==> src/hw/ulm_pkg.sv <==
/*
  constants for the serial line-mode block: register offsets, field positions,
  reset values, mode codes and tick counts.
  assumes a 32-bit avalon-mm register bus with byte addresses.
*/
package ulm_pkg;
  localparam logic [7:0] OFS_CMD = 8'h00;
  localparam logic [7:0] OFS_MODE = 8'h04;
  localparam logic [7:0] OFS_CSR = 8'h14;
  localparam logic [7:0] OFS_TG = 8'h28;
  localparam logic [7:0] OFS_RATIO = 8'h40;
  localparam logic [7:0] OFS_IRF = 8'h4c;

  localparam int MODE_POS = 0;
  localparam int SYNC_POS = 8;
  localparam int ROUTE_POS = 14;
  localparam logic [3:0] MODE_NORMAL = 4'h0;
  localparam logic [3:0] MODE_BUS = 4'h1;
  localparam logic [3:0] MODE_MODEM = 4'h3;
  localparam logic [3:0] MODE_IR = 4'h8;

  localparam int CMD_RXEN = 4;
  localparam int CMD_RXDIS = 5;
  localparam int CMD_TXEN = 6;
  localparam int CMD_TXDIS = 7;
  localparam int CMD_DTR_ON = 16;
  localparam int CMD_DTR_OFF = 17;
  localparam int CMD_RTS_ON = 18;
  localparam int CMD_RTS_OFF = 19;

  localparam int CSR_ALL_SENT_POS = 9;
  localparam int CSR_CHG_POS = 16;
  localparam int CSR_LVL_POS = 20;

  localparam logic [31:0] MODE_RST = 32'h0000_0000;
  localparam logic [10:0] RATIO_RST = 11'h174;
  localparam logic [7:0] IRF_RST = 8'h00;
  localparam logic [7:0] TG_RST = 8'h00;
  localparam logic [4:0] PIN_RST = 5'h1f;

  localparam int BIT_TICKS = 16;
  localparam logic [4:0] IR_PULSE_TICKS = 5'h03;

  typedef enum logic [1:0] {
    ROUTE_NORMAL,
    ROUTE_ECHO,
    ROUTE_LOCAL,
    ROUTE_REMOTE
  } ulm_route_t;
endpackage

==> src/hw/ulm_ir_if.sv <==
/*
  carrier between the line-mode top and its infrared receive filter.
  assumes both ends run on the same clock.
*/
`timescale 1ns/1ns
interface ulm_ir_if;
  logic rx_level;
  logic [7:0] load_val;
  logic enable;
  logic x16_tick;
  logic rx_out;
  modport top (output rx_level, output load_val, output enable, output x16_tick,
    input rx_out);
  modport filt (input rx_level, input load_val, input enable, input x16_tick,
    output rx_out);
endinterface

==> src/hw/ulm_line_modes.sv <==
/*
  line-mode logic of a serial port: infrared filter and modulator, bus driver
  direction, modem control and status, and the four channel routing modes,
  with registers on an avalon-mm slave with waitrequest.
  assumes a transmitter and receiver core on core_clk that supply bit, tick
  and empty indications; pins are asynchronous and pass three flip-flops.
*/
`timescale 1ns/1ns
// Contract
// RL1: software keeps infrared baud error within 1.87%
// RL2: infrared filter is 8-bit loadable down counter
// RL3: falling edge starts decrement each clock
// RL4: rising edge halts and reloads counter
// RL5: zero reached forces receiver low one bit
// RL6: software sets clock ratio nonzero before infrared
// RL7: mode code 0x1 selects bus driver mode
// RL8: bus mode drive equals inverse of empty
// RL9: drive stays high through timeguard period
// RL10: mode code 0x3 selects modem terminal mode
// RL11: modem mode forces asynchronous framing
// RL12: terminal-ready commands drive pin high or low
// RL13: modem mode drives request-to-send automatically
// RL14: modem input level change sets change flag
// RL15: status read clears the four change flags
// RL16: clear-to-send high disables transmitter after character
// RL17: normal route: pin to receiver, transmitter out
// RL18: echo route: input repeated out, receiver runs
// RL19: local loopback: transmitter to receiver, output high
// RL20: remote loopback: input to output, core disabled
// RL21: mode code 0x8 selects infrared mode
// RL22: infrared zero bit is three-sixteenths pulse
// RL23: two-bit route field selects channel routing
module ulm_line_modes (
  input wire logic core_clk,
  input wire logic nrst,
  input wire logic ce,
  input wire logic [7:0] avs_address,
  input wire logic avs_read,
  input wire logic avs_write,
  input wire logic [31:0] avs_writedata,
  input wire logic [3:0] avs_byteenable,
  output logic [31:0] avs_readdata,
  output logic avs_waitrequest,
  input wire logic rxd_pin,
  output logic txd_pin,
  output logic rts_pin,
  output logic dtr_pin,
  input wire logic cts_pin,
  input wire logic dsr_pin,
  input wire logic dcd_pin,
  input wire logic ri_pin,
  input wire logic core_tx_bit,
  input wire logic core_tx_bit_start,
  input wire logic core_tx_shifting,
  input wire logic core_tx_all_sent,
  input wire logic core_tg_busy,
  input wire logic core_x16_tick,
  output logic core_rx_bit,
  output logic core_rx_en,
  output logic core_tx_en,
  output logic core_sync_mode,
  output logic [7:0] core_timeguard,
  output logic [10:0] core_clock_ratio
);
  function automatic logic [31:0] be_merge(input logic [31:0] old_v,
    input logic [31:0] new_v, input logic [3:0] be);
    logic [31:0] m;
    m = {{8{be[3]}}, {8{be[2]}}, {8{be[1]}}, {8{be[0]}}};
    return (old_v & ~m) | (new_v & m);
  endfunction

  ulm_ir_if ir ();

  logic ack_r;
  logic acc;
  logic wr_acc;
  logic rd_acc;
  logic [31:0] wmask;
  logic [31:0] cmd;
  logic [31:0] mode_r;
  logic [10:0] ratio_r;
  logic [7:0] irf_r;
  logic [7:0] tg_r;
  logic tx_en_r;
  logic rx_en_r;
  logic dtr_r;
  logic rts_cmd_r;
  logic [3:0] chg_r;
  logic [3:0] chg_set;
  logic [3:0] chg_clr;
  logic [4:0] s1_r;
  logic [4:0] s2_r;
  logic [4:0] s3_r;
  logic [4:0] lvl_r;
  logic [4:0] lvl_nxt;
  logic [4:0] lvl_chg;
  logic [3:0] tick_r;
  logic [3:0] mode;
  ulm_pkg::ulm_route_t route;
  logic modem;
  logic ir_mode;
  logic tx_run;
  logic rx_run;
  logic ir_pulse;
  logic rx_src;
  logic txd_nxt;
  logic rx_nxt;
  logic rts_nxt;
  logic [31:0] rd_mux;

  localparam int MODE_POS = ulm_pkg::MODE_POS;
  localparam int ROUTE_POS = ulm_pkg::ROUTE_POS;
  assign mode = mode_r[MODE_POS+3:MODE_POS];
  assign route = ulm_pkg::ulm_route_t'(mode_r[ROUTE_POS+1:ROUTE_POS]); // RL23
  assign modem = (mode == ulm_pkg::MODE_MODEM); // RL10
  assign ir_mode = (mode == ulm_pkg::MODE_IR); // RL21

  // bus slave: one wait cycle; wait is held while ce is low so no access is lost
  assign avs_waitrequest = (avs_read | avs_write) & ~(ack_r & ce);
  assign acc = ce & ack_r & (avs_read | avs_write);
  assign wr_acc = acc & avs_write;
  assign rd_acc = acc & avs_read;
  assign wmask = {{8{avs_byteenable[3]}}, {8{avs_byteenable[2]}},
    {8{avs_byteenable[1]}}, {8{avs_byteenable[0]}}};
  assign cmd = (wr_acc && avs_address == ulm_pkg::OFS_CMD) ? (avs_writedata & wmask) : '0;

  always_ff @(posedge core_clk or negedge nrst) begin
    if (!nrst) begin
      ack_r <= 1'b0;
    end else if (ce) begin
      ack_r <= (avs_read | avs_write) & ~ack_r;
    end
  end

  always_comb begin
    rd_mux = 32'h0000_0000;
    case (avs_address)
      ulm_pkg::OFS_MODE: rd_mux = mode_r;
      ulm_pkg::OFS_CSR: begin
        rd_mux[ulm_pkg::CSR_CHG_POS +: 4] = chg_r;
        rd_mux[ulm_pkg::CSR_LVL_POS +: 4] = lvl_r[4:1];
        rd_mux[ulm_pkg::CSR_ALL_SENT_POS] = core_tx_all_sent;
      end
      ulm_pkg::OFS_TG: rd_mux[7:0] = tg_r;
      ulm_pkg::OFS_RATIO: rd_mux[10:0] = ratio_r;
      ulm_pkg::OFS_IRF: rd_mux[7:0] = irf_r;
      default: rd_mux = 32'h0000_0000;
    endcase
  end

  always_ff @(posedge core_clk or negedge nrst) begin
    if (!nrst) begin
      avs_readdata <= 32'h0000_0000;
    end else if (ce && avs_read && !ack_r) begin
      avs_readdata <= rd_mux;
    end
  end

  always_ff @(posedge core_clk or negedge nrst) begin
    if (!nrst) begin
      mode_r <= ulm_pkg::MODE_RST;
      ratio_r <= ulm_pkg::RATIO_RST;
      irf_r <= ulm_pkg::IRF_RST;
      tg_r <= ulm_pkg::TG_RST;
    end else if (wr_acc) begin
      case (avs_address)
        ulm_pkg::OFS_MODE: mode_r <= be_merge(mode_r, avs_writedata, avs_byteenable); // RL7
        ulm_pkg::OFS_RATIO: ratio_r <= 11'(be_merge({21'h0, ratio_r}, avs_writedata,
          avs_byteenable));
        ulm_pkg::OFS_IRF: irf_r <= 8'(be_merge({24'h0, irf_r}, avs_writedata,
          avs_byteenable)); // RL2
        ulm_pkg::OFS_TG: tg_r <= 8'(be_merge({24'h0, tg_r}, avs_writedata,
          avs_byteenable));
        default: ;
      endcase
    end
  end

  // a disable in the same write wins over the matching enable
  always_ff @(posedge core_clk or negedge nrst) begin
    if (!nrst) begin
      tx_en_r <= 1'b0;
      rx_en_r <= 1'b0;
      dtr_r <= 1'b1;
      rts_cmd_r <= 1'b1;
    end else if (ce) begin
      if (cmd[ulm_pkg::CMD_TXDIS]) tx_en_r <= 1'b0;
      else if (cmd[ulm_pkg::CMD_TXEN]) tx_en_r <= 1'b1;
      if (cmd[ulm_pkg::CMD_RXDIS]) rx_en_r <= 1'b0;
      else if (cmd[ulm_pkg::CMD_RXEN]) rx_en_r <= 1'b1;
      if (cmd[ulm_pkg::CMD_DTR_OFF]) dtr_r <= 1'b1; // RL12
      else if (cmd[ulm_pkg::CMD_DTR_ON]) dtr_r <= 1'b0; // RL12
      if (cmd[ulm_pkg::CMD_RTS_OFF]) rts_cmd_r <= 1'b1;
      else if (cmd[ulm_pkg::CMD_RTS_ON]) rts_cmd_r <= 1'b0;
    end
  end

  // pins {ri, dcd, dsr, cts, rxd}; a level counts once stages two and three agree
  assign lvl_nxt = (s2_r & s3_r) | (lvl_r & (s2_r ^ s3_r));
  assign lvl_chg = lvl_nxt ^ lvl_r;
  assign chg_set = {lvl_chg[1], lvl_chg[3], lvl_chg[2], lvl_chg[4]}; // RL14
  assign chg_clr = rd_acc && avs_address == ulm_pkg::OFS_CSR ?
    avs_readdata[ulm_pkg::CSR_CHG_POS +: 4] : 4'h0; // RL15

  always_ff @(posedge core_clk or negedge nrst) begin
    if (!nrst) begin
      s1_r <= ulm_pkg::PIN_RST;
      s2_r <= ulm_pkg::PIN_RST;
      s3_r <= ulm_pkg::PIN_RST;
      lvl_r <= ulm_pkg::PIN_RST;
    end else if (ce) begin
      s1_r <= {ri_pin, dcd_pin, dsr_pin, cts_pin, rxd_pin};
      s2_r <= s1_r;
      s3_r <= s2_r;
      lvl_r <= lvl_nxt;
    end
  end

  // only flags actually returned are cleared, so a new change is never lost
  always_ff @(posedge core_clk or negedge nrst) begin
    if (!nrst) begin
      chg_r <= 4'h0;
    end else if (ce) begin
      chg_r <= (chg_r & ~chg_clr) | chg_set; // RL14 RL15
    end
  end

  // a character already in the shifter finishes before the stop applies
  assign tx_run = tx_en_r && route != ulm_pkg::ROUTE_REMOTE && // RL20
    !(modem && lvl_r[1] && !core_tx_shifting); // RL16
  assign rx_run = rx_en_r && route != ulm_pkg::ROUTE_REMOTE; // RL20

  // infrared modulator: pulse in the first three ticks of a zero bit
  always_ff @(posedge core_clk or negedge nrst) begin
    if (!nrst) begin
      tick_r <= 4'h0;
    end else if (ce) begin
      if (core_tx_bit_start) tick_r <= 4'h0;
      else if (core_x16_tick && tick_r != 4'hf) tick_r <= tick_r + 4'h1;
    end
  end
  assign ir_pulse = !core_tx_all_sent && !core_tx_bit &&
    ({1'b0, tick_r} < ulm_pkg::IR_PULSE_TICKS); // RL22

  assign ir.rx_level = lvl_r[0];
  assign ir.load_val = irf_r;
  assign ir.enable = ir_mode && rx_run;
  assign ir.x16_tick = core_x16_tick;
  assign rx_src = ir_mode ? ir.rx_out : lvl_r[0];

  always_comb begin
    case (route)
      ulm_pkg::ROUTE_NORMAL: begin
        txd_nxt = ir_mode ? ir_pulse : core_tx_bit; // RL17
        rx_nxt = rx_src; // RL17
      end
      ulm_pkg::ROUTE_ECHO: begin
        txd_nxt = lvl_r[0]; // RL18
        rx_nxt = rx_src; // RL18
      end
      ulm_pkg::ROUTE_LOCAL: begin
        txd_nxt = 1'b1; // RL19
        rx_nxt = core_tx_bit; // RL19
      end
      ulm_pkg::ROUTE_REMOTE: begin
        txd_nxt = lvl_r[0]; // RL20
        rx_nxt = 1'b1;
      end
      default: begin
        txd_nxt = 1'b1;
        rx_nxt = 1'b1;
      end
    endcase
  end

  always_comb begin
    case (mode)
      ulm_pkg::MODE_BUS: rts_nxt = !(core_tx_all_sent && !core_tg_busy); // RL8 RL9
      ulm_pkg::MODE_MODEM: rts_nxt = !tx_run; // RL13
      default: rts_nxt = rts_cmd_r;
    endcase
  end

  always_ff @(posedge core_clk or negedge nrst) begin
    if (!nrst) begin
      txd_pin <= 1'b1;
      core_rx_bit <= 1'b1;
      rts_pin <= 1'b1;
      dtr_pin <= 1'b1;
      core_tx_en <= 1'b0;
      core_rx_en <= 1'b0;
      core_sync_mode <= 1'b0;
      core_timeguard <= ulm_pkg::TG_RST;
      core_clock_ratio <= ulm_pkg::RATIO_RST;
    end else if (ce) begin
      txd_pin <= txd_nxt;
      core_rx_bit <= rx_nxt;
      rts_pin <= rts_nxt;
      dtr_pin <= dtr_r;
      core_tx_en <= tx_run;
      core_rx_en <= rx_run;
      core_sync_mode <= mode_r[ulm_pkg::SYNC_POS] && !modem && !ir_mode; // RL11 RL21
      core_timeguard <= tg_r;
      core_clock_ratio <= ratio_r; // RL6
    end
  end

  ulm_ir_filter #(
    .FILT_W(8),
    .BIT_TICKS(ulm_pkg::BIT_TICKS)
  ) u_filt (
    .core_clk(core_clk),
    .nrst(nrst),
    .ce(ce),
    .ir(ir.filt)
  );
endmodule

==> src/hw/ulm_ir_filter.sv <==
/*
  infrared receive filter: a down counter qualifies a low pulse and then holds
  the receiver input low for one bit period.
  assumes rx_level is already synchronised and x16_tick is a one-cycle pulse.
*/
`timescale 1ns/1ns
module ulm_ir_filter #(
  parameter int FILT_W = 8,
  parameter int BIT_TICKS = ulm_pkg::BIT_TICKS
) (
  input wire logic core_clk,
  input wire logic nrst,
  input wire logic ce,
  ulm_ir_if.filt ir
);
  typedef enum logic [1:0] {
    ULM_IDLE,
    ULM_COUNT,
    ULM_FORCE
  } ulm_filt_t;

  if (FILT_W != 8) begin : g_chk_w
    $error("filter counter must be 8 bits");
  end
  if (BIT_TICKS < 4 || BIT_TICKS > 31) begin : g_chk_t
    $error("bit ticks out of range");
  end

  localparam logic [4:0] TICK_LAST = 5'(BIT_TICKS - 1);

  ulm_filt_t state_r;
  logic [FILT_W-1:0] cnt_r;
  logic [4:0] tick_r;
  logic prev_r;
  logic fall;
  logic rise;

  assign fall = prev_r & ~ir.rx_level;
  assign rise = ~prev_r & ir.rx_level;
  assign ir.rx_out = (state_r != ULM_FORCE);

  always_ff @(posedge core_clk or negedge nrst) begin
    if (!nrst) begin
      prev_r <= 1'b1;
    end else if (ce) begin
      prev_r <= ir.rx_level;
    end
  end

  always_ff @(posedge core_clk or negedge nrst) begin
    if (!nrst) begin
      state_r <= ULM_IDLE;
      cnt_r <= '0;
      tick_r <= 5'h00;
    end else if (ce) begin
      if (!ir.enable) begin
        state_r <= ULM_IDLE;
        cnt_r <= ir.load_val;
      end else begin
        case (state_r)
          ULM_IDLE: begin
            cnt_r <= ir.load_val;
            if (fall) begin
              state_r <= ULM_COUNT; // RL3
            end
          end
          ULM_COUNT: begin
            if (rise) begin
              state_r <= ULM_IDLE; // RL4
              cnt_r <= ir.load_val;
            end else if (cnt_r == '0) begin
              state_r <= ULM_FORCE; // RL5
              tick_r <= 5'h00;
            end else begin
              cnt_r <= cnt_r - 1'b1; // RL2 RL3
            end
          end
          ULM_FORCE: begin
            // one bit is counted in receiver sample ticks, so it tracks the baud rate
            if (ir.x16_tick) begin
              if (tick_r == TICK_LAST) begin
                state_r <= ULM_IDLE; // RL5
                cnt_r <= ir.load_val;
              end else begin
                tick_r <= tick_r + 5'h01;
              end
            end
          end
          default: state_r <= ULM_IDLE;
        endcase
      end
    end
  end
endmodule

==> config.mk <==
export PLATFORM = sky130hd
export DESIGN_NAME = ulm_line_modes
export DESIGN_NICKNAME = d
export VERILOG_FILES = /design/src/hw/ulm_pkg.sv /design/src/hw/ulm_ir_if.sv /design/src/hw/ulm_line_modes.sv /design/src/hw/ulm_ir_filter.sv
export SDC_FILE = /design/constraint.sdc
export NUM_CORES = 1
export LEC_CHECK = 0
export ABC_AREA = 0
export BUFFER_PORTS_ARGS = -buffer_cell sky130_fd_sc_hd__buf_2
export CORE_MARGIN = 10
export CORE_UTILIZATION = 35
export CTS_CLUSTER_SIZE = 25
export DETAILED_ROUTE_END_ITERATION = 6
export HOLD_SLACK_MARGIN = 0.15
export PLACE_DENSITY_LB_ADDON = 0.3
export SLEW_MARGIN = 40
export SYNTH_ARGS = -nofsm -noshare
export SYNTH_HDL_FRONTEND = slang
export SYNTH_SLANG_ARGS = --single-unit
==> constraint.sdc <==
create_clock -name core_clk -period 2.9 [get_ports core_clk]
set_input_delay 0.29 -clock core_clk [delete_from_list [all_inputs] [get_ports core_clk]]
set_output_delay 0.29 -clock core_clk [all_outputs]
set_load 0.02 [all_outputs]
* After elaboration in Yosys (flattened, before gate mapping) *
Index checks and enable logic that the tools add are counted.

storage, ports and cells
  flip-flop bits (word level) = 166
  input port bits = 60
  output and inout port bits = 59
  logic and storage cells = 183

cells by class
  add/sub/neg operators = 3
  order comparisons = 1
  equality and inequality tests = 27
  multiplexer cells = 42
  bitwise gates (word level) = 31
  reductions and logical operators = 50

operators by type and width
  operator                                                               count
  32-bit AND                                                             2
  8-bit two-way mux                                                      6
  32-bit NOT                                                             1
  32-bit bitwise OR                                                      1
  8-bit case mux with 4 select lines                                     1
  5-bit two-way mux                                                      5
  8-bit case mux with 3 select lines                                     1
  20-bit two-way mux                                                     1
  2-bit AND reduction                                                    9
  8-bit AND                                                              2
  8-bit by 7-bit equality test with 1-bit output, second input constant  2
  1-bit logical AND                                                      16
  8-bit logical NOT                                                      2
  4-bit inequality test, second input constant                           4
  8-bit bitwise OR                                                       2
  8-bit case mux with 2 select lines                                     1
  2-bit two-way mux                                                      6
  4-bit two-way mux                                                      3
  2-bit nonzero test                                                     6
  11-bit AND                                                             1
  11-bit bitwise OR                                                      1
  5-bit AND                                                              2
  1-bit logical NOT                                                      10
  1-bit two-way mux                                                      10
  other kinds (32)                                                       59

* Depth between registers and ports, before layout *
  depth after elaboration = 8
  depth in mapped cells = 8
  mapped depth without buffers = 8

* Hierarchy *
From an unflattened synthesis, not the netlist that was laid out.

unflattened totals
  cell total of the unflattened synthesis = 603
  area, all modules = 7,539.7 sq um

by module, submodules not included
  module          times used  cells an instance  area an instance (sq um)  seq. area each (sq um)
  ulm_line_modes  1           491                6,507.5                   3,798.6
  ulm_ir_filter   1           112                1,032.2                   401.6

* Worst setup path after synthesis *
Ideal clock, no wire load.

  path type = reg-to-reg
  start = register (tool-made name)
  end = register u_filt.state_r[0]
  library setup time = 0.125 ns
  arrival time = 2.025 ns
  required time = 2.775 ns
  path slack = 0.750 ns
  stages on the path, launching flop included = 7
  path buffers = 1
  clock period less this slack = 2.150 ns
  cells stage by stage = dfrtp_1 -> or4b_1 -> buf_2 -> nand2b_1 -> o41ai_2 -> nor2_1 -> mux2_4

RTL lines
  element               line                 text
  end signal, assigned  ulm_ir_filter.sv:52  state_r <= ULM_IDLE;
  end signal, assigned  ulm_ir_filter.sv:57  state_r <= ULM_IDLE;
  end signal, assigned  ulm_ir_filter.sv:64  state_r <= ULM_COUNT;
  end, declared         ulm_ir_filter.sv:31  ulm_filt_t state_r;

==> flow_summary.toml <==
[run_status]
status = "complete, no violations"

[logic_synthesis]
ys_types = 60
ys_seq_area_frac = 0.560
synth-edff-count = 0
yosysWarningCount = 0
synth.cell_area_mm2 = 0.00750
syn-num-nets = 689
postSynth.asyncResetShare = 1.00
yosys_register_bits = 166
post_synth_inst_count = 619
synth-main-ff-cell = "dfrtp_1"
syn_avg_cell_area_um2 = 12.1

[layout]
synthToLayoutAreaGrowth_pct = 26.2
final_net_count = 850
layout.cell_area.non_filler_mm2 = 0.00947
final_core_utilization = 0.450
most-common-layout-cells = "129 x dfrtp_1, 117 x buf_2, 97 x mux2_2"
count_of_antenna_diodes_in_the_layout = 0
drive_above_1_share = 0.387
final_cells = 1068
layout.cells.most_common = "dfrtp_1"

[global_route]
grt_first_pass_wirelength_mm = 32.1
gr-usage-all-layers = 0.143
antenna_found_initial = 1
grt_max_degree = 76
globalRoute.totalOverflow = 0
first_global_vias = 5752

[timing]
maxSlewViolCount = 0
timing.final.setup_violations = 0
final.min_clock_period_ns = 2.41
max_freq_mhz = 415
setup_slack_ns = 0.488
maxSlewHeadroom = 0.531
hold_slack_ns = 0.175
finalCritPeriodShare = 0.832
final_hold_vios = 0
timing.clock.skew_ns = 0.0116
grt_setup_unrepaired = "no"
setup_total_negative_slack_ns = 0
tightestPinTransition_ns = 0.703

[clock_network]
clock-root-buffer = "clkbuf_16"
tritoncts = "yes"
tritoncts_num_sinks = 166
clk_pin_slew_ns = 0.06
tritoncts.num_buffers = 17
max-clock-path-buffers = 2
clock_tree.htree_level_count = 4
insertion_delay_to_the_later_sink_of_the_worst_skew_pair_ns = 0.43

[placed_design]
post-dp-hpwl_mm = 14.2
post_dp_cell_area_mm2 = 0.00848
port_buffers = 118
placed_cell_count = 1002
dpl_worst_slack_ns = 0.445
final_weighted_congestion_of_routability_driven_global_placement = 0.822

[setup_path]
cp_data_arrival_time_ns = 2.72
reg2reg_slack_ns = 0.49
path_max_fanout = 9
crit_required_ns = 3.20
setup.worst_path.end_class = "flip-flop"
worstSetupPathType = "flip-flop to flip-flop"
crit_path_start_kind = "flip-flop"

[detailed_routing]
via_count = 5533
antenna_violating_nets_left = 0
drt-wirelength-per-cell_um = 18.7
wl_met3_mm = 1.05
first_iter_violations = 371
detail_route_met2_wl_mm = 9.61
top_layer = "met4"
drc = 0
route.final.wire_length_mm = 19.9
drt-met1-wl_mm = 9.12
routed_via_density = 5.18
detail_route.first_pass.iterations = 5

[power]
fin_total_pwr_mw = 5.60
share_seq_of_total_power = 0.460
cellInternalPower_mw = 4.29
power_leakage_nw = 4.44
switchingPower_mw = 1.31
vdd_ir_drop_max_mv = 0.403
p_sw_frac = 0.235
clock_power_share = 0.445
pwr_density_cell_mw_per_mm2 = 592
combinationalPowerShare = 0.095

[floorplan]
die_y_um = 166
num_rows = 53
placeableCoreArea_mm2 = 0.0210
die-width_um = 166
initial_utilization = 0.357
io_pins = 119
area_enclosed_by_the_die_boundary_mm2 = 0.0277

[job]
maxCapViolations = 0

[min_path]
hp-class = "input port to flip-flop"
[synth_stat cells, types with 6 or more instances]
cell / n / share of area
nand4_1: 6 / 0.0050
o22ai_1: 7 / 0.0058
nor2_1: 28 / 0.014
dfrtp_1: 129 / 0.43
and3_1: 8 / 0.0067
inv_1: 17 / 0.0085
buf_1: 7 / 0.0035
a22oi_1: 24 / 0.024
dfstp_2: 37 / 0.13
a22o_1: 25 / 0.029
nand2_1: 42 / 0.021
clkbuf_1: 15 / 0.0075
nor3_1: 12 / 0.0080
mux2_2: 97 / 0.15
a21oi_1: 27 / 0.018
ha_1: 10 / 0.017
nand2b_1: 10 / 0.0083
o21ai_1: 13 / 0.0087
o21ai_0: 16 / 0.011
o22a_1: 10 / 0.012
[path summary, 6_finish.rpt]
check	start	to	depth (start not counted)
setup / recovery	flip-flop	u_filt.state_r[0]	5
hold / removal	avs_writedata[0]	flip-flop	2
setup reg to reg	flip-flop	u_filt.state_r[0]	5
hold reg to reg	avs_readdata[20]	avs_readdata[20]	2
max in group asynchronous	nrst	async pin	3
min in group asynchronous	nrst	avs_readdata[31]	2
[area by class of cell]
type | count | area [um2]
Multi-Input combinational cell | 409 | 3130
Tap cell | 275 | 344
Timing Repair Buffer | 169 | 1080
Clock buffer | 20 | 447
Clock inverter | 12 | 199
Fill cell | 1943 | 11600
Inverter | 17 | 63.8
Sequential cell | 166 | 4200
[power groups by stage]
stage | sequential, mW | clock [mW] | combinational (mW)
2_1_floorplan | 2.60 | 0 | 0.295
3_3_place_gp | 2.61 | 0 | 0.493
3_5_place_dp | 2.62 | 0 | 0.502
4_1_cts | 2.58 | 2.55 | 0.538
5_1_grt | 2.59 | 2.67 | 0.596
6_report | 2.57 | 2.50 | 0.531
[cells by family (layout without fill, tap and decap cells)]
logic type	Yosys count	after routing	synth area share
DFF	166	166	0.560
AOI/OAI and AO/OA	150	150	0.144
and+or+nand+nor	140	140	0.0946
muxes	105	105	0.158
buffers and inverters	44	218	0.0229
adders and majority gates	10	10	0.0167
xor gates and xnor gates	4	4	0.00467
[critical path, cell delays in order, from the launching register on]
cell	delay (ns)
dfrtp_1	0.42
or4b_1	0.75
nand2b_1	0.28
o41ai_2	0.43
nor2_1	0.12
mux2_4	0.30
[routing by layer]
layer	vias to the layer above	global-route usage
met5	-	0
met4	0	0.0328
met3	17	0.0412
met2	121	0.230
met1	2782	0.187
li1	2613	-
[repair_timing]
item | in CTS | in global routing
setup buffers | 0 | 0
endpoints found under the hold margin | 93 | 0
hold buffers | 34 | 0
gates resized for setup | 0 | 0
Note: power is estimated with default switching activity, not from simulation.
